==> src/common/mocr_pkg.sv <==
// Purpose: Shared constants and carriers for the monitor offset/config bank
// Assumes: APB with 32-bit data, register index times four is the byte address
// Notes:   Register indices, reset values, field positions, measurement width and slot timing live here
package mocr_pkg;

   // ==========================================================
   // Bus and register map
   localparam int unsigned ADDR_W  = 12;
   localparam logic [7:0]  IDX_LOCAL_OFS = 8'h71;
   localparam logic [7:0]  IDX_REM2_OFS  = 8'h72;
   localparam logic [7:0]  IDX_CFG2      = 8'h73;
   localparam logic [7:0]  RST_OFS       = 8'h00;
   localparam logic [7:0]  RST_CFG2      = 8'h00;

   // ==========================================================
   // Second configuration register fields
   localparam int unsigned CFG2_PRES_EN = 0;
   localparam int unsigned CFG2_FAN_LO  = 1;
   localparam int unsigned CFG2_AVG     = 4;
   localparam int unsigned CFG2_ATTENUATOR_BYPASS    = 5;
   localparam int unsigned CFG2_SINGLE_CHANNEL_CONVERSION    = 6;

   // ==========================================================
   // Measurement and conversion timing
   localparam int unsigned TEMP_W         = 10;
   localparam int unsigned OFS_SHIFT_FINE = 1;
   localparam int unsigned OFS_SHIFT_WIDE = 2;
   localparam int unsigned NUM_CHAN       = 8;
   localparam int unsigned SLOT_CYCLES    = 1600;
   localparam int unsigned AVG_FACTOR     = 16;

   typedef struct packed {
      logic              psel;
      logic              penable;
      logic              pwrite;
      logic [ADDR_W-1:0] paddr;
      logic [31:0]       pwdata;
   } mocr_apb_req_s;

   typedef struct packed {
      logic        pready;
      logic [31:0] prdata;
      logic        pslverr;
   } mocr_apb_rsp_s;

   typedef struct packed {
      logic              valid;
      logic [TEMP_W-1:0] value;
   } mocr_meas_s;

   typedef struct packed {
      logic [7:0]  local_ofs;
      logic [7:0]  rem2_ofs;
      logic        pres_en;
      logic [2:0]  fan_seen;
      logic        avg_off;
      logic        attenuator_bypass_all;
      logic        single_channel_conversion_single;
      logic [3:0]  attenuator_bypass_out;
      logic [31:0] rdata;
   } mocr_regs_s;

endpackage

==> src/logic/mocr_offset_add.sv <==
// Purpose: Adds a signed temperature offset to one raw measurement
// Assumes: Raw value is unsigned in quarter-degree steps
// Notes:   One cycle of latency; result saturates at both ends
module mocr_offset_add
   import mocr_pkg::*;
#(
   parameter int unsigned TW = TEMP_W
)(
   input  wire logic                 clk,       // System clock
   input  wire logic                 rst,       // Sync reset, high
   input  wire mocr_pkg::mocr_meas_s raw,       // Raw measurement
   input  wire logic [7:0]           offset,    // Signed offset
   input  wire logic                 fine_sel,  // Offset scale select
   output mocr_pkg::mocr_meas_s      corrected  // Offset-corrected result
);

   typedef struct packed {
      mocr_meas_s res;
   } mocr_add_st_s;

   mocr_add_st_s st_q;
   mocr_add_st_s st_d;

   function automatic logic [TW-1:0] apply(input logic [TW-1:0] v,
                                           input logic [7:0] ofs,
                                           input logic fine);
      logic signed [TW+3:0] sh;
      logic signed [TW+3:0] sum;
      sh  = fine ? (TW+4)'($signed(ofs)) <<< OFS_SHIFT_FINE
                 : (TW+4)'($signed(ofs)) <<< OFS_SHIFT_WIDE;
      sum = $signed({4'h0, v}) + sh;
      if (sum < 0)
         apply = '0;
      else if (sum > $signed({4'h0, {TW{1'b1}}}))
         apply = {TW{1'b1}};
      else
         apply = sum[TW-1:0];
   endfunction

   always_comb
   begin
      st_d           = st_q;
      st_d.res.valid = raw.valid;
      if (raw.valid)
         st_d.res.value = apply(raw.value, offset, fine_sel);
   end

   always_ff @(posedge clk)
   begin
      if (rst)
         st_q <= '0;
      else
         st_q <= st_d;
   end

   assign corrected = st_q.res;

endmodule

==> src/logic/mocr_regs.sv <==
// Purpose: Offset and second configuration registers of the hardware monitor
// Assumes: Lock, scale select, per-channel attenuator and channel select
//          come from neighbouring register blocks as levels
// Notes:   APB slave with no wait states; read data is captured in setup
//
// How it works
// - Local offset is an 8-bit read/write register, reset 0, added to every local reading.
// - Remote 2 offset is an 8-bit read/write register, reset 0, added to that reading.
// - The offset scale follows the scale select from the fifth config register.
// - With the lock set, writes to both offsets and the config register are dropped.
// - With presence detect on, bits 3 to 1 report 4-wire fans on the tach inputs.
// - Bits 1, 2 and 3 are read-only fan flags for tach inputs one, two and three.
// - Averaging off makes each channel slot sixteen times shorter.
// - Attenuator bypass removes attenuation from the four scaled voltage inputs.
// - Attenuators may also be removed one by one from the fourth config register.
// - Single-channel mode repeats one channel instead of cycling.
// - The single channel is chosen by bits 7 to 5 of the first tach minimum high byte.
module mocr_regs
   import mocr_pkg::*;
#(
   parameter int unsigned SLOT = SLOT_CYCLES
)(
   input  wire logic                    clk,                       // System clock
   input  wire logic                    rst,                       // Sync reset, high
   input  wire mocr_pkg::mocr_apb_req_s apb_req,                   // APB request
   output mocr_pkg::mocr_apb_rsp_s      apb_rsp,                   // APB answer
   input  wire logic                    config_lock,               // Lock from config 1
   input  wire logic                    offset_fine_sel,           // Scale from config 5
   input  wire logic [3:0]              attenuator_bypass_chan_remove,          // Config 4 bits 7:4
   input  wire logic [2:0]              single_chan_select,        // Tach min high 7:5
   input  wire logic [2:0]              fan_four_wire_in,          // Fan sense per tach
   input  wire mocr_pkg::mocr_meas_s    local_raw,                 // Raw local reading
   input  wire mocr_pkg::mocr_meas_s    remote_two_raw,            // Raw remote 2 reading
   output mocr_pkg::mocr_meas_s         local_temp,                // Corrected local
   output mocr_pkg::mocr_meas_s         remote_two_temp,           // Corrected remote 2
   output logic                         averaging_disable,         // Averaging off
   output logic [3:0]                   attenuator_bypass,         // Per-input bypass
   output logic                         single_channel_conversion, // One-channel mode
   output logic [2:0]                   single_channel_conversion_channel,              // Channel converting
   output logic                         single_channel_conversion_start                 // Conversion start
);

   // ==========================================================
   // Address decode

   function automatic logic hit(input logic [ADDR_W-1:0] a,
                                input logic [7:0] idx);
      hit = (a == {2'b00, idx, 2'b00});
   endfunction

   mocr_regs_s st_q;
   mocr_regs_s st_d;

   logic setup;
   logic access;
   logic wr_ok;
   logic mapped;

   assign setup  = apb_req.psel && !apb_req.penable;
   assign access = apb_req.psel && apb_req.penable;
   assign mapped = hit(apb_req.paddr, IDX_LOCAL_OFS)
                || hit(apb_req.paddr, IDX_REM2_OFS)
                || hit(apb_req.paddr, IDX_CFG2);
   // Locked writes complete normally on the bus but change nothing
   assign wr_ok  = access && apb_req.pwrite && !config_lock;

   // ==========================================================
   // Register state

   always_comb
   begin
      st_d = st_q;

      if (wr_ok && hit(apb_req.paddr, IDX_LOCAL_OFS))
         st_d.local_ofs = apb_req.pwdata[7:0];
      if (wr_ok && hit(apb_req.paddr, IDX_REM2_OFS))
         st_d.rem2_ofs = apb_req.pwdata[7:0];
      // Bits 3:1 and 7 are not writable; the reserved bit is never stored
      if (wr_ok && hit(apb_req.paddr, IDX_CFG2))
      begin
         st_d.pres_en     = apb_req.pwdata[CFG2_PRES_EN];
         st_d.avg_off     = apb_req.pwdata[CFG2_AVG];
         st_d.attenuator_bypass_all    = apb_req.pwdata[CFG2_ATTENUATOR_BYPASS];
         st_d.single_channel_conversion_single = apb_req.pwdata[CFG2_SINGLE_CHANNEL_CONVERSION];
      end

      if (st_q.pres_en)
         st_d.fan_seen = fan_four_wire_in;
      else
         st_d.fan_seen = 3'h0;

      st_d.attenuator_bypass_out = {4{st_q.attenuator_bypass_all}} | attenuator_bypass_chan_remove;

      if (setup)
      begin
         st_d.rdata = 32'h0;
         if (hit(apb_req.paddr, IDX_LOCAL_OFS))
            st_d.rdata[7:0] = st_q.local_ofs;
         else if (hit(apb_req.paddr, IDX_REM2_OFS))
            st_d.rdata[7:0] = st_q.rem2_ofs;
         else if (hit(apb_req.paddr, IDX_CFG2))
            st_d.rdata[7:0] = {1'b0, st_q.single_channel_conversion_single, st_q.attenuator_bypass_all,
                               st_q.avg_off, st_q.fan_seen,
                               st_q.pres_en};
      end
   end

   always_ff @(posedge clk)
   begin
      if (rst)
      begin
         st_q           <= '0;
         st_q.local_ofs <= RST_OFS;
         st_q.rem2_ofs  <= RST_OFS;
         st_q.pres_en   <= RST_CFG2[CFG2_PRES_EN];
      end
      else
         st_q <= st_d;
   end

   // ==========================================================
   // Bus answer

   assign apb_rsp.pready  = access;
   assign apb_rsp.prdata  = st_q.rdata;
   assign apb_rsp.pslverr = access && !mapped;

   assign averaging_disable         = st_q.avg_off;
   assign attenuator_bypass         = st_q.attenuator_bypass_out;
   assign single_channel_conversion = st_q.single_channel_conversion_single;

   // ==========================================================
   // Offset adders and conversion pacing

   mocr_offset_add #(
      .TW (TEMP_W)
   ) u_local_add (
      .clk       (clk),
      .rst       (rst),
      .raw       (local_raw),
      .offset    (st_q.local_ofs),
      .fine_sel  (offset_fine_sel),
      .corrected (local_temp)
   );

   mocr_offset_add #(
      .TW (TEMP_W)
   ) u_rem2_add (
      .clk       (clk),
      .rst       (rst),
      .raw       (remote_two_raw),
      .offset    (st_q.rem2_ofs),
      .fine_sel  (offset_fine_sel),
      .corrected (remote_two_temp)
   );

   mocr_single_channel_conversion_ctl #(
      .SLOT (SLOT),
      .NCH  (NUM_CHAN)
   ) u_single_channel_conversion (
      .clk         (clk),
      .rst         (rst),
      .avg_off     (st_q.avg_off),
      .single_mode (st_q.single_channel_conversion_single),
      .single_sel  (single_chan_select),
      .channel     (single_channel_conversion_channel),
      .start       (single_channel_conversion_start)
   );

   logic cfg_rd;
   assign cfg_rd = access && !apb_req.pwrite && hit(apb_req.paddr, IDX_CFG2);
endmodule

==> src/logic/mocr_single_channel_conversion_ctl.sv <==
// Purpose: Paces conversions round the channels or on one chosen channel
// Assumes: The converter starts a conversion on each start pulse
// Notes:   Averaging off shortens each slot by the averaging factor
module mocr_single_channel_conversion_ctl
   import mocr_pkg::*;
#(
   parameter int unsigned SLOT = SLOT_CYCLES,
   parameter int unsigned NCH  = NUM_CHAN
)(
   input  wire logic       clk,         // System clock
   input  wire logic       rst,         // Sync reset, high
   input  wire logic       avg_off,     // Averaging disabled
   input  wire logic       single_mode, // Stay on one channel
   input  wire logic [2:0] single_sel,  // Channel for single mode
   output logic      [2:0] channel,     // Channel being converted
   output logic            start        // One-cycle start pulse
);

   localparam logic [15:0] LIM_AVG  = 16'(SLOT - 1);
   localparam logic [15:0] LIM_FAST = 16'(SLOT / AVG_FACTOR - 1);

   typedef struct packed {
      logic [15:0] cnt;
      logic [2:0]  chan;
      logic        start;
   } mocr_single_channel_conversion_st_s;

   mocr_single_channel_conversion_st_s st_q;
   mocr_single_channel_conversion_st_s st_d;

   always_comb
   begin
      st_d       = st_q;
      st_d.start = 1'b0;
      if (st_q.cnt >= (avg_off ? LIM_FAST : LIM_AVG))
      begin
         st_d.cnt   = '0;
         st_d.start = 1'b1;
         if (single_mode)
            st_d.chan = single_sel;
         else if (st_q.chan == 3'(NCH - 1))
            st_d.chan = '0;
         else
            st_d.chan = st_q.chan + 3'h1;
      end
      else
         st_d.cnt = st_q.cnt + 16'h1;
   end

   always_ff @(posedge clk)
   begin
      if (rst)
         st_q <= '0;
      else
         st_q <= st_d;
   end

   assign channel = st_q.chan;
   assign start   = st_q.start;

endmodule

==> config.mk <==
export PLATFORM = sky130hd
export DESIGN_NAME = mocr_regs
export DESIGN_NICKNAME = d
export VERILOG_FILES = /design/src/common/mocr_pkg.sv /design/src/logic/mocr_offset_add.sv /design/src/logic/mocr_regs.sv /design/src/logic/mocr_single_channel_conversion_ctl.sv
export SDC_FILE = /design/constraint.sdc
export NUM_CORES = 1
export LEC_CHECK = 0
export ABC_AREA = 0
export BUFFER_PORTS_ARGS = -buffer_cell sky130_fd_sc_hd__buf_4
export CORE_AREA = 2 2 91 115
export DETAILED_ROUTE_END_ITERATION = 8
export DIE_AREA = 0 0 93 117
export PLACE_DENSITY = 0.83
export SYNTH_ARGS = -nofsm -noshare
export SYNTH_HDL_FRONTEND = slang
export SYNTH_SLANG_ARGS = --single-unit
==> constraint.sdc <==
create_clock -name clk -period 3.2 [get_ports clk]
set_input_delay 0.32 -clock clk [delete_from_list [all_inputs] [get_ports clk]]
set_output_delay 0.32 -clock clk [all_outputs]
set_load 0.02 [all_outputs]
# Yosys cells after proc, flatten, opt, wreduce, memory -nomap -nowiden
# Cells that the tools add are included.
[totals]
wordCells = 59
output_inout_bits = 66
ff_bits = 77
inputBits = 83
[classes]
n_reduce_logical = 15
bitwise = 2
n_addsub = 4
n_eq_ne = 4
mux = 13
order_cmp = 5
[ops]
columns = ["operator", "n"]
rows = [
  ["$mux 10", 4],
  ["$eq 12x9->1 const B", 3],
  ["$gt 14x11->1 const B", 2],
  ["$lt 14x1->1 const B", 2],
  ["$add 11x10->12", 2],
  ["$mux 9", 2],
  ["$add 16x1->16 const B", 1],
  ["$ge 16x16->1", 1],
  ["$mux 8", 2],
  ["$mux 11", 1],
  ["$logic_and 1x1->1", 8],
  ["$mux 7", 1],
  ["$mux 3", 2],
  ["$or 4x4->4", 1],
  ["$reduce_or 2->1", 2],
  ["$add 3x1->3 const B", 1],
  ["$eq 3x3->1 const B", 1],
  ["$logic_not 1->1", 3],
  ["$logic_or 1x1->1", 2],
  ["$mux 1", 1],
  ["$not 1->1", 1],
]

# Longest topological paths before layout
[depth]
ltp_word = 5
ltp_mapped = 11
ltp_nobuf = 9

# Modules after synthesis
# From an unflattened synthesis, not the netlist that was laid out.
[unflattened]
cells_unflattened = 533
hier_area_um2 = 4969.8
[by_module_without_submodules]
columns = ["mod", "n_inst", "seq_area_each_um2", "cells_per_inst", "area_per_inst_um2"]
rows = [
  ["mocr_regs", 1, 700.7, 191, 1884.3],
  ["mocr_offset_add (u_local_add)", 1, 220.2, 118, 1077.3],
  ["mocr_offset_add (u_rem2_add)", 1, 220.2, 123, 1057.3],
  ["mocr_single_channel_conversion_ctl", 1, 400.4, 101, 950.9],
]

# Worst setup path before layout
# OpenSTA, ideal clock, no wires.
[synth_path]
path_kind = "input to register"
start = "input port offset_fine_sel"
end = "register u_rem2_add.st_q (netlist bit u_rem2_add.corrected[8])"
required_ns = 3.121
stages = 10
n_path_buf = 2
arrival_time_ns = 3.115
setup_ns = 0.079
path_slack_ns = 0.006
cell_sequence = "clkbuf_1 -> buf_1 -> mux2_2 -> ha_1 -> a21oi_1 -> o21ai_0 -> a221oi_1 -> mux2i_1 -> o21ai_1 -> o211ai_1"
[synth_between]
elab_chain_len = 5
word_cells_on_any_way = 6
classes_between = "add/sub: 1; order compare: 2; mux: 3"
[synth_lines]
columns = ["element", "line_no", "rtl"]
rows = [
  ["from (decl)", "mocr_regs.sv:28", "input wire logic offset_fine_sel,"],
  ["$mux 9 *", "mocr_offset_add.sv:29", "sh = fine ? (TW+4)'($signed(ofs)) <<< OFS_SHIFT_FINE"],
  ["$add 11x10->12 *", "mocr_offset_add.sv:31", "sum = $signed({4'h0, v}) + sh;"],
  ["$gt 14x11->1", "mocr_offset_add.sv:34", "else if (sum > $signed({4'h0, {TW{1'b1}}}))"],
  ["$mux 10", "mocr_offset_add.sv:34", ""],
  ["$mux 10 *", "mocr_offset_add.sv:32", "if (sum < 0)"],
  ["to (signal assigned)", "mocr_offset_add.sv:53", "st_q <= st_d;"],
  ["to (decl)", "mocr_offset_add.sv:21", "mocr_add_st_s st_q;"],
]
# Every way passes the cells marked *; elsewhere a longest branch is shown, timed or not.
# A chain may end at the register's enable or synchronous reset.

# Worst setup path after layout
[layout_path]
start = "register st_q[58] (netlist name)"
end = "register u_local_add.st_q (netlist bit u_local_add.corrected[8])"
[layout_between]
elab_chain_len = 5
word_cells_on_any_way = 6
classes_between = "add/sub: 1; order compare: 2; mux: 3"
[layout_lines]
columns = ["element", "line_no", "rtl"]
rows = [
  ["from (decl)", "mocr_regs.sv:51", "mocr_regs_s st_q;"],
  ["from (signal assigned)", "mocr_regs.sv:118", "st_q <= st_d;"],
  ["$mux 9", "mocr_offset_add.sv:29", ""],
  ["$add 11x10->12 *", "mocr_offset_add.sv:31", ""],
  ["$gt 14x11->1", "mocr_offset_add.sv:34", ""],
  ["$mux 10", "mocr_offset_add.sv:34", ""],
  ["$mux 10 *", "mocr_offset_add.sv:32", ""],
  ["to (signal assigned)", "mocr_offset_add.sv:53", ""],
  ["to (decl)", "mocr_offset_add.sv:21", ""],
]
# Marks and branches as above.

==> run_summary.xml <==
<?xml version="1.0" encoding="UTF-8"?>
<metrics>
  <group name="yosys">
    <metric name="synth_cell_types" unit="">56</metric>
    <metric name="synth-main-ff-cell" unit="">dfxtp_1</metric>
    <metric name="yosys_warnings" unit="">0</metric>
    <metric name="synth_cells" unit="">519</metric>
    <metric name="asyncSetResetFlopFracSynth" unit="">0</metric>
    <metric name="number_of_synthesized_flops_with_an_enable_pin" unit="">0</metric>
    <metric name="synth.cell_area" unit="µm²">4450</metric>
    <metric name="synth.yosys.seq_area_share" unit="">0.346</metric>
    <metric name="synth.ff_latch_count" unit="">77</metric>
    <metric name="post_synth.cell_area_avg" unit="µm²">8.57</metric>
  </group>
  <group name="timing">
    <metric name="timing_worst_slew_pin_value" unit="ns">0.835</metric>
    <metric name="setup_total_negative_slack" unit="ns">0</metric>
    <metric name="fmaxAchievable" unit="MHz">345</metric>
    <metric name="setup-violations-final" unit="">0</metric>
    <metric name="relSlewSlack" unit="">0.440</metric>
    <metric name="timing.final.crit_share" unit="">0.907</metric>
    <metric name="report.final.hold_viol_count" unit="">0</metric>
    <metric name="post-route-min-period" unit="ns">2.90</metric>
    <metric name="slew_violations" unit="">0</metric>
    <metric name="grt_setup_unrepaired" unit="">false</metric>
    <metric name="worst_clock_skew" unit="ns">0.00595</metric>
  </group>
  <group name="floorplan">
    <metric name="die_area" unit="µm²">10900</metric>
    <metric name="floorplan.initialDensity" unit="">0.452</metric>
    <metric name="die_width" unit="µm">93</metric>
    <metric name="die_h" unit="µm">117</metric>
    <metric name="design.portCount" unit="">149</metric>
    <metric name="row_count" unit="">41</metric>
    <metric name="core" unit="µm²">9850</metric>
  </group>
  <group name="routing">
    <metric name="drt-total-wl" unit="µm">10800</metric>
    <metric name="average_wire_per_standard_cell" unit="µm">14.6</metric>
    <metric name="drtIter0Drc" unit="">206</metric>
    <metric name="viasPerCell" unit="">5.34</metric>
    <metric name="detail-route-antenna-nets" unit="">0</metric>
    <metric name="first_drt_pass_iteration_count" unit="">5</metric>
    <metric name="drc" unit="">0</metric>
    <metric name="routed-via-count" unit="">3945</metric>
  </group>
  <group name="finish">
    <metric name="insertedDiodeCount" unit="">0</metric>
    <metric name="layout-drive-gt1-share" unit="">0.236</metric>
    <metric name="nets" unit="">719</metric>
    <metric name="syn_to_final_growth" unit="%">21.5</metric>
  </group>
  <group name="worst_hold_path">
    <metric name="min_path_type" unit="">input pin to register</metric>
    <metric name="min_from" unit="">attenuator_bypass_chan_remove[1]</metric>
  </group>
  <group name="setup_path">
    <metric name="worstPathArrival" unit="ns">3.16</metric>
    <metric name="worst-setup-path-type" unit="">register to register</metric>
    <metric name="sort_of_element_at_the_end_of_the_critical_path" unit="">register</metric>
    <metric name="worst_path_required_time" unit="ns">3.46</metric>
    <metric name="r2r-start" unit="">st_q[58]</metric>
    <metric name="cp_max_fo" unit="">10</metric>
    <metric name="crit_path_start" unit="">st_q[58]</metric>
    <metric name="critPathLaunchType" unit="">register</metric>
  </group>
  <group name="global_route">
    <metric name="gr-usage-all-layers" unit="">0.200</metric>
    <metric name="gr-total-overflow" unit="">0</metric>
    <metric name="grt_pass1_vias" unit="">3790</metric>
    <metric name="antenna_found_initial" unit="">0</metric>
    <metric name="grt_pass1_wl" unit="µm">17300</metric>
    <metric name="grt_start_max_net_pins" unit="">49</metric>
  </group>
  <group name="run">
    <metric name="drv.max_cap_violation_count" unit="">0</metric>
  </group>
  <group name="power_and_ir_drop">
    <metric name="max-vdd-ir-drop" unit="mV">0.355</metric>
    <metric name="powerDensity" unit="nW/µm²">425</metric>
    <metric name="total_power" unit="mW">2.30</metric>
    <metric name="cellLeakagePower" unit="nW">2.43</metric>
  </group>
  <group name="cts">
    <metric name="clock_pin_transition_on_the_worst_setup_and_hold_timing_paths" unit="ns">0.06</metric>
    <metric name="cts_tree" unit="">done</metric>
    <metric name="cts.sink_count" unit="">77</metric>
    <metric name="clock_insertion_delay_at_the_later_pin_of_the_skew_report" unit="ns">0.33</metric>
    <metric name="cts_hold_buf" unit="">0</metric>
    <metric name="cts_root_buffer" unit="">clkbuf_16</metric>
    <metric name="htree_levels" unit="">3</metric>
    <metric name="ctsResizeCount" unit="">0</metric>
    <metric name="cts_made_buffers" unit="">9</metric>
    <metric name="maximum_clock_insertion_buffer_count" unit="">2</metric>
    <metric name="post_cts.repair.setup_buffers" unit="">0</metric>
  </group>
  <group name="place">
    <metric name="dp.final_hpwl" unit="µm">8280</metric>
    <metric name="port-buffer-count" unit="">100</metric>
    <metric name="gpl.final_weighted_congestion" unit="">0.824</metric>
  </group>
  <group name="run_status">
    <metric name="outcome" unit="">finished, final reports clean</metric>
  </group>
</metrics>
==> per-stage QoR <==
| step | cells | hold WS (ns) | instance area, µm² | util | setup WS, ns |
|---|---|---|---|---|---|
| after floorplan | 546 | 0.430 | 4550 | - | 0.00622 |
| after global routing | 739 | 0.211 | 5410 | 0.549 | 0.0438 |
| after CTS | 739 | 0.200 | 5410 | 0.549 | 0.362 |
| after detailed placement | 723 | 0.450 | 5110 | 0.519 | 0.143 |
| after global placement | 723 | 0.441 | 5110 | 0.519 | 0.300 |
| final | 739 | 0.202 | 5410 | 0.549 | 0.298 |
==> layer usage <==
metal  GRT usage  up-vias  wire length, µm
met2       0.385      118             5690
met1       0.213     1854             4260
met3      0.0435       23              585
met4      0.0735        0              258
met5           0        -                0
li1            -     1950                -
==> synthesized netlist by cell type, types with 11 or more instances <==
master | n | share of area
dfxtp_1 | 77 | 0.35
nand2_1 | 58 | 0.049
a21oi_1 | 50 | 0.056
nor2_1 | 48 | 0.040
buf_4 | 40 | 0.067
ha_1 | 29 | 0.082
nand3_1 | 27 | 0.030
mux2_2 | 14 | 0.035
xor2_1 | 14 | 0.028
inv_1 | 13 | 0.011
a22oi_1 | 12 | 0.020
xnor2_1 | 12 | 0.024
clkbuf_1 | 11 | 0.0093
==> worst max-delay path, stage by stage, from the launching register on <==
cell and delay, ns:
dfxtp_1 0.42, mux2_2 0.32, ha_1 0.36, nand2_1 0.06, o21ai_0 0.36, o21ai_0 0.21, nor4b_1 0.63, o21ai_1 0.30
o211ai_1 0.17
==> power by group <==
part           switching, mW  internal [mW]  total, mW  leakage [nW]
Combinational          0.162          0.124      0.286          1.66
Clock                  0.383          0.623       1.01         0.143
Sequential            0.0155          0.988       1.00         0.629
==> cell families (layout without fill, tap and decap cells) <==
| family | Yosys count | in the layout | synth area share |
|---|---|---|---|
| buf+inv | 70 | 134 | 0.0990 |
| compound gates | 120 | 120 | 0.178 |
| flops | 77 | 77 | 0.346 |
| other cells | 1 | 28 | 0.000843 |
| simple gates | 172 | 172 | 0.181 |
| mux | 22 | 22 | 0.0534 |
| xor+xnor | 26 | 26 | 0.0512 |
| fa+ha+maj | 31 | 31 | 0.0906 |
==> final timing paths <==
check	to	slack (ns)	cells after the start
max reg2reg	u_local_add.corrected[8]	0.30	8
min reg2reg	apb_rsp[1]	0.46	2
min	attenuator_bypass[1]	0.20	3
max	u_local_add.corrected[8]	0.30	8
==> final cells by class <==
class / count / area [µm²]
sequential: 77 / 1540
clock inverter: 4 / 47.5
clock buffer: 12 / 246
multi-input combinational: 399 / 2570
tap: 129 / 161
timing repair buffer: 105 / 788
inverter: 13 / 48.8
fill: 908 / 4440
==> cells in the final DEF (no fill, tap or decap), types with 5 or more instances in the layout <==
cell | Yosys | final
dfxtp_1 | 77 | 77
a22oi_1 | 12 | 12
o211ai_1 | 6 | 6
a211oi_1 | 6 | 6
nand2_1 | 58 | 58
conb_1 | 1 | 28
mux2i_1 | 8 | 8
buf_4 | 40 | 105
nor2_1 | 48 | 48
o21ai_0 | 9 | 9
clkbuf_16 | 0 | 9
and2_1 | 6 | 6
xor2_1 | 14 | 14
nor3_1 | 8 | 8
a21oi_1 | 50 | 50
nand3_1 | 27 | 27
ha_1 | 29 | 29
and3_1 | 5 | 5
inv_1 | 13 | 13
a21o_1 | 6 | 6
xnor2_1 | 12 | 12
mux2_2 | 14 | 14
==> sequential cells by signal, indices dropped and copies added, names as in the netlist <==
name,cells
u_rem2_add.corrected,11
u_single_channel_conversion.channel,3
u_single_channel_conversion.st_q,16
attenuator_bypass,4
u_local_add.corrected,11
u_single_channel_conversion.start,1
apb_rsp,8
single_channel_conversion,1
st_q,21
averaging_disable,1
No activity file was read; power rests on OpenSTA's default activity.
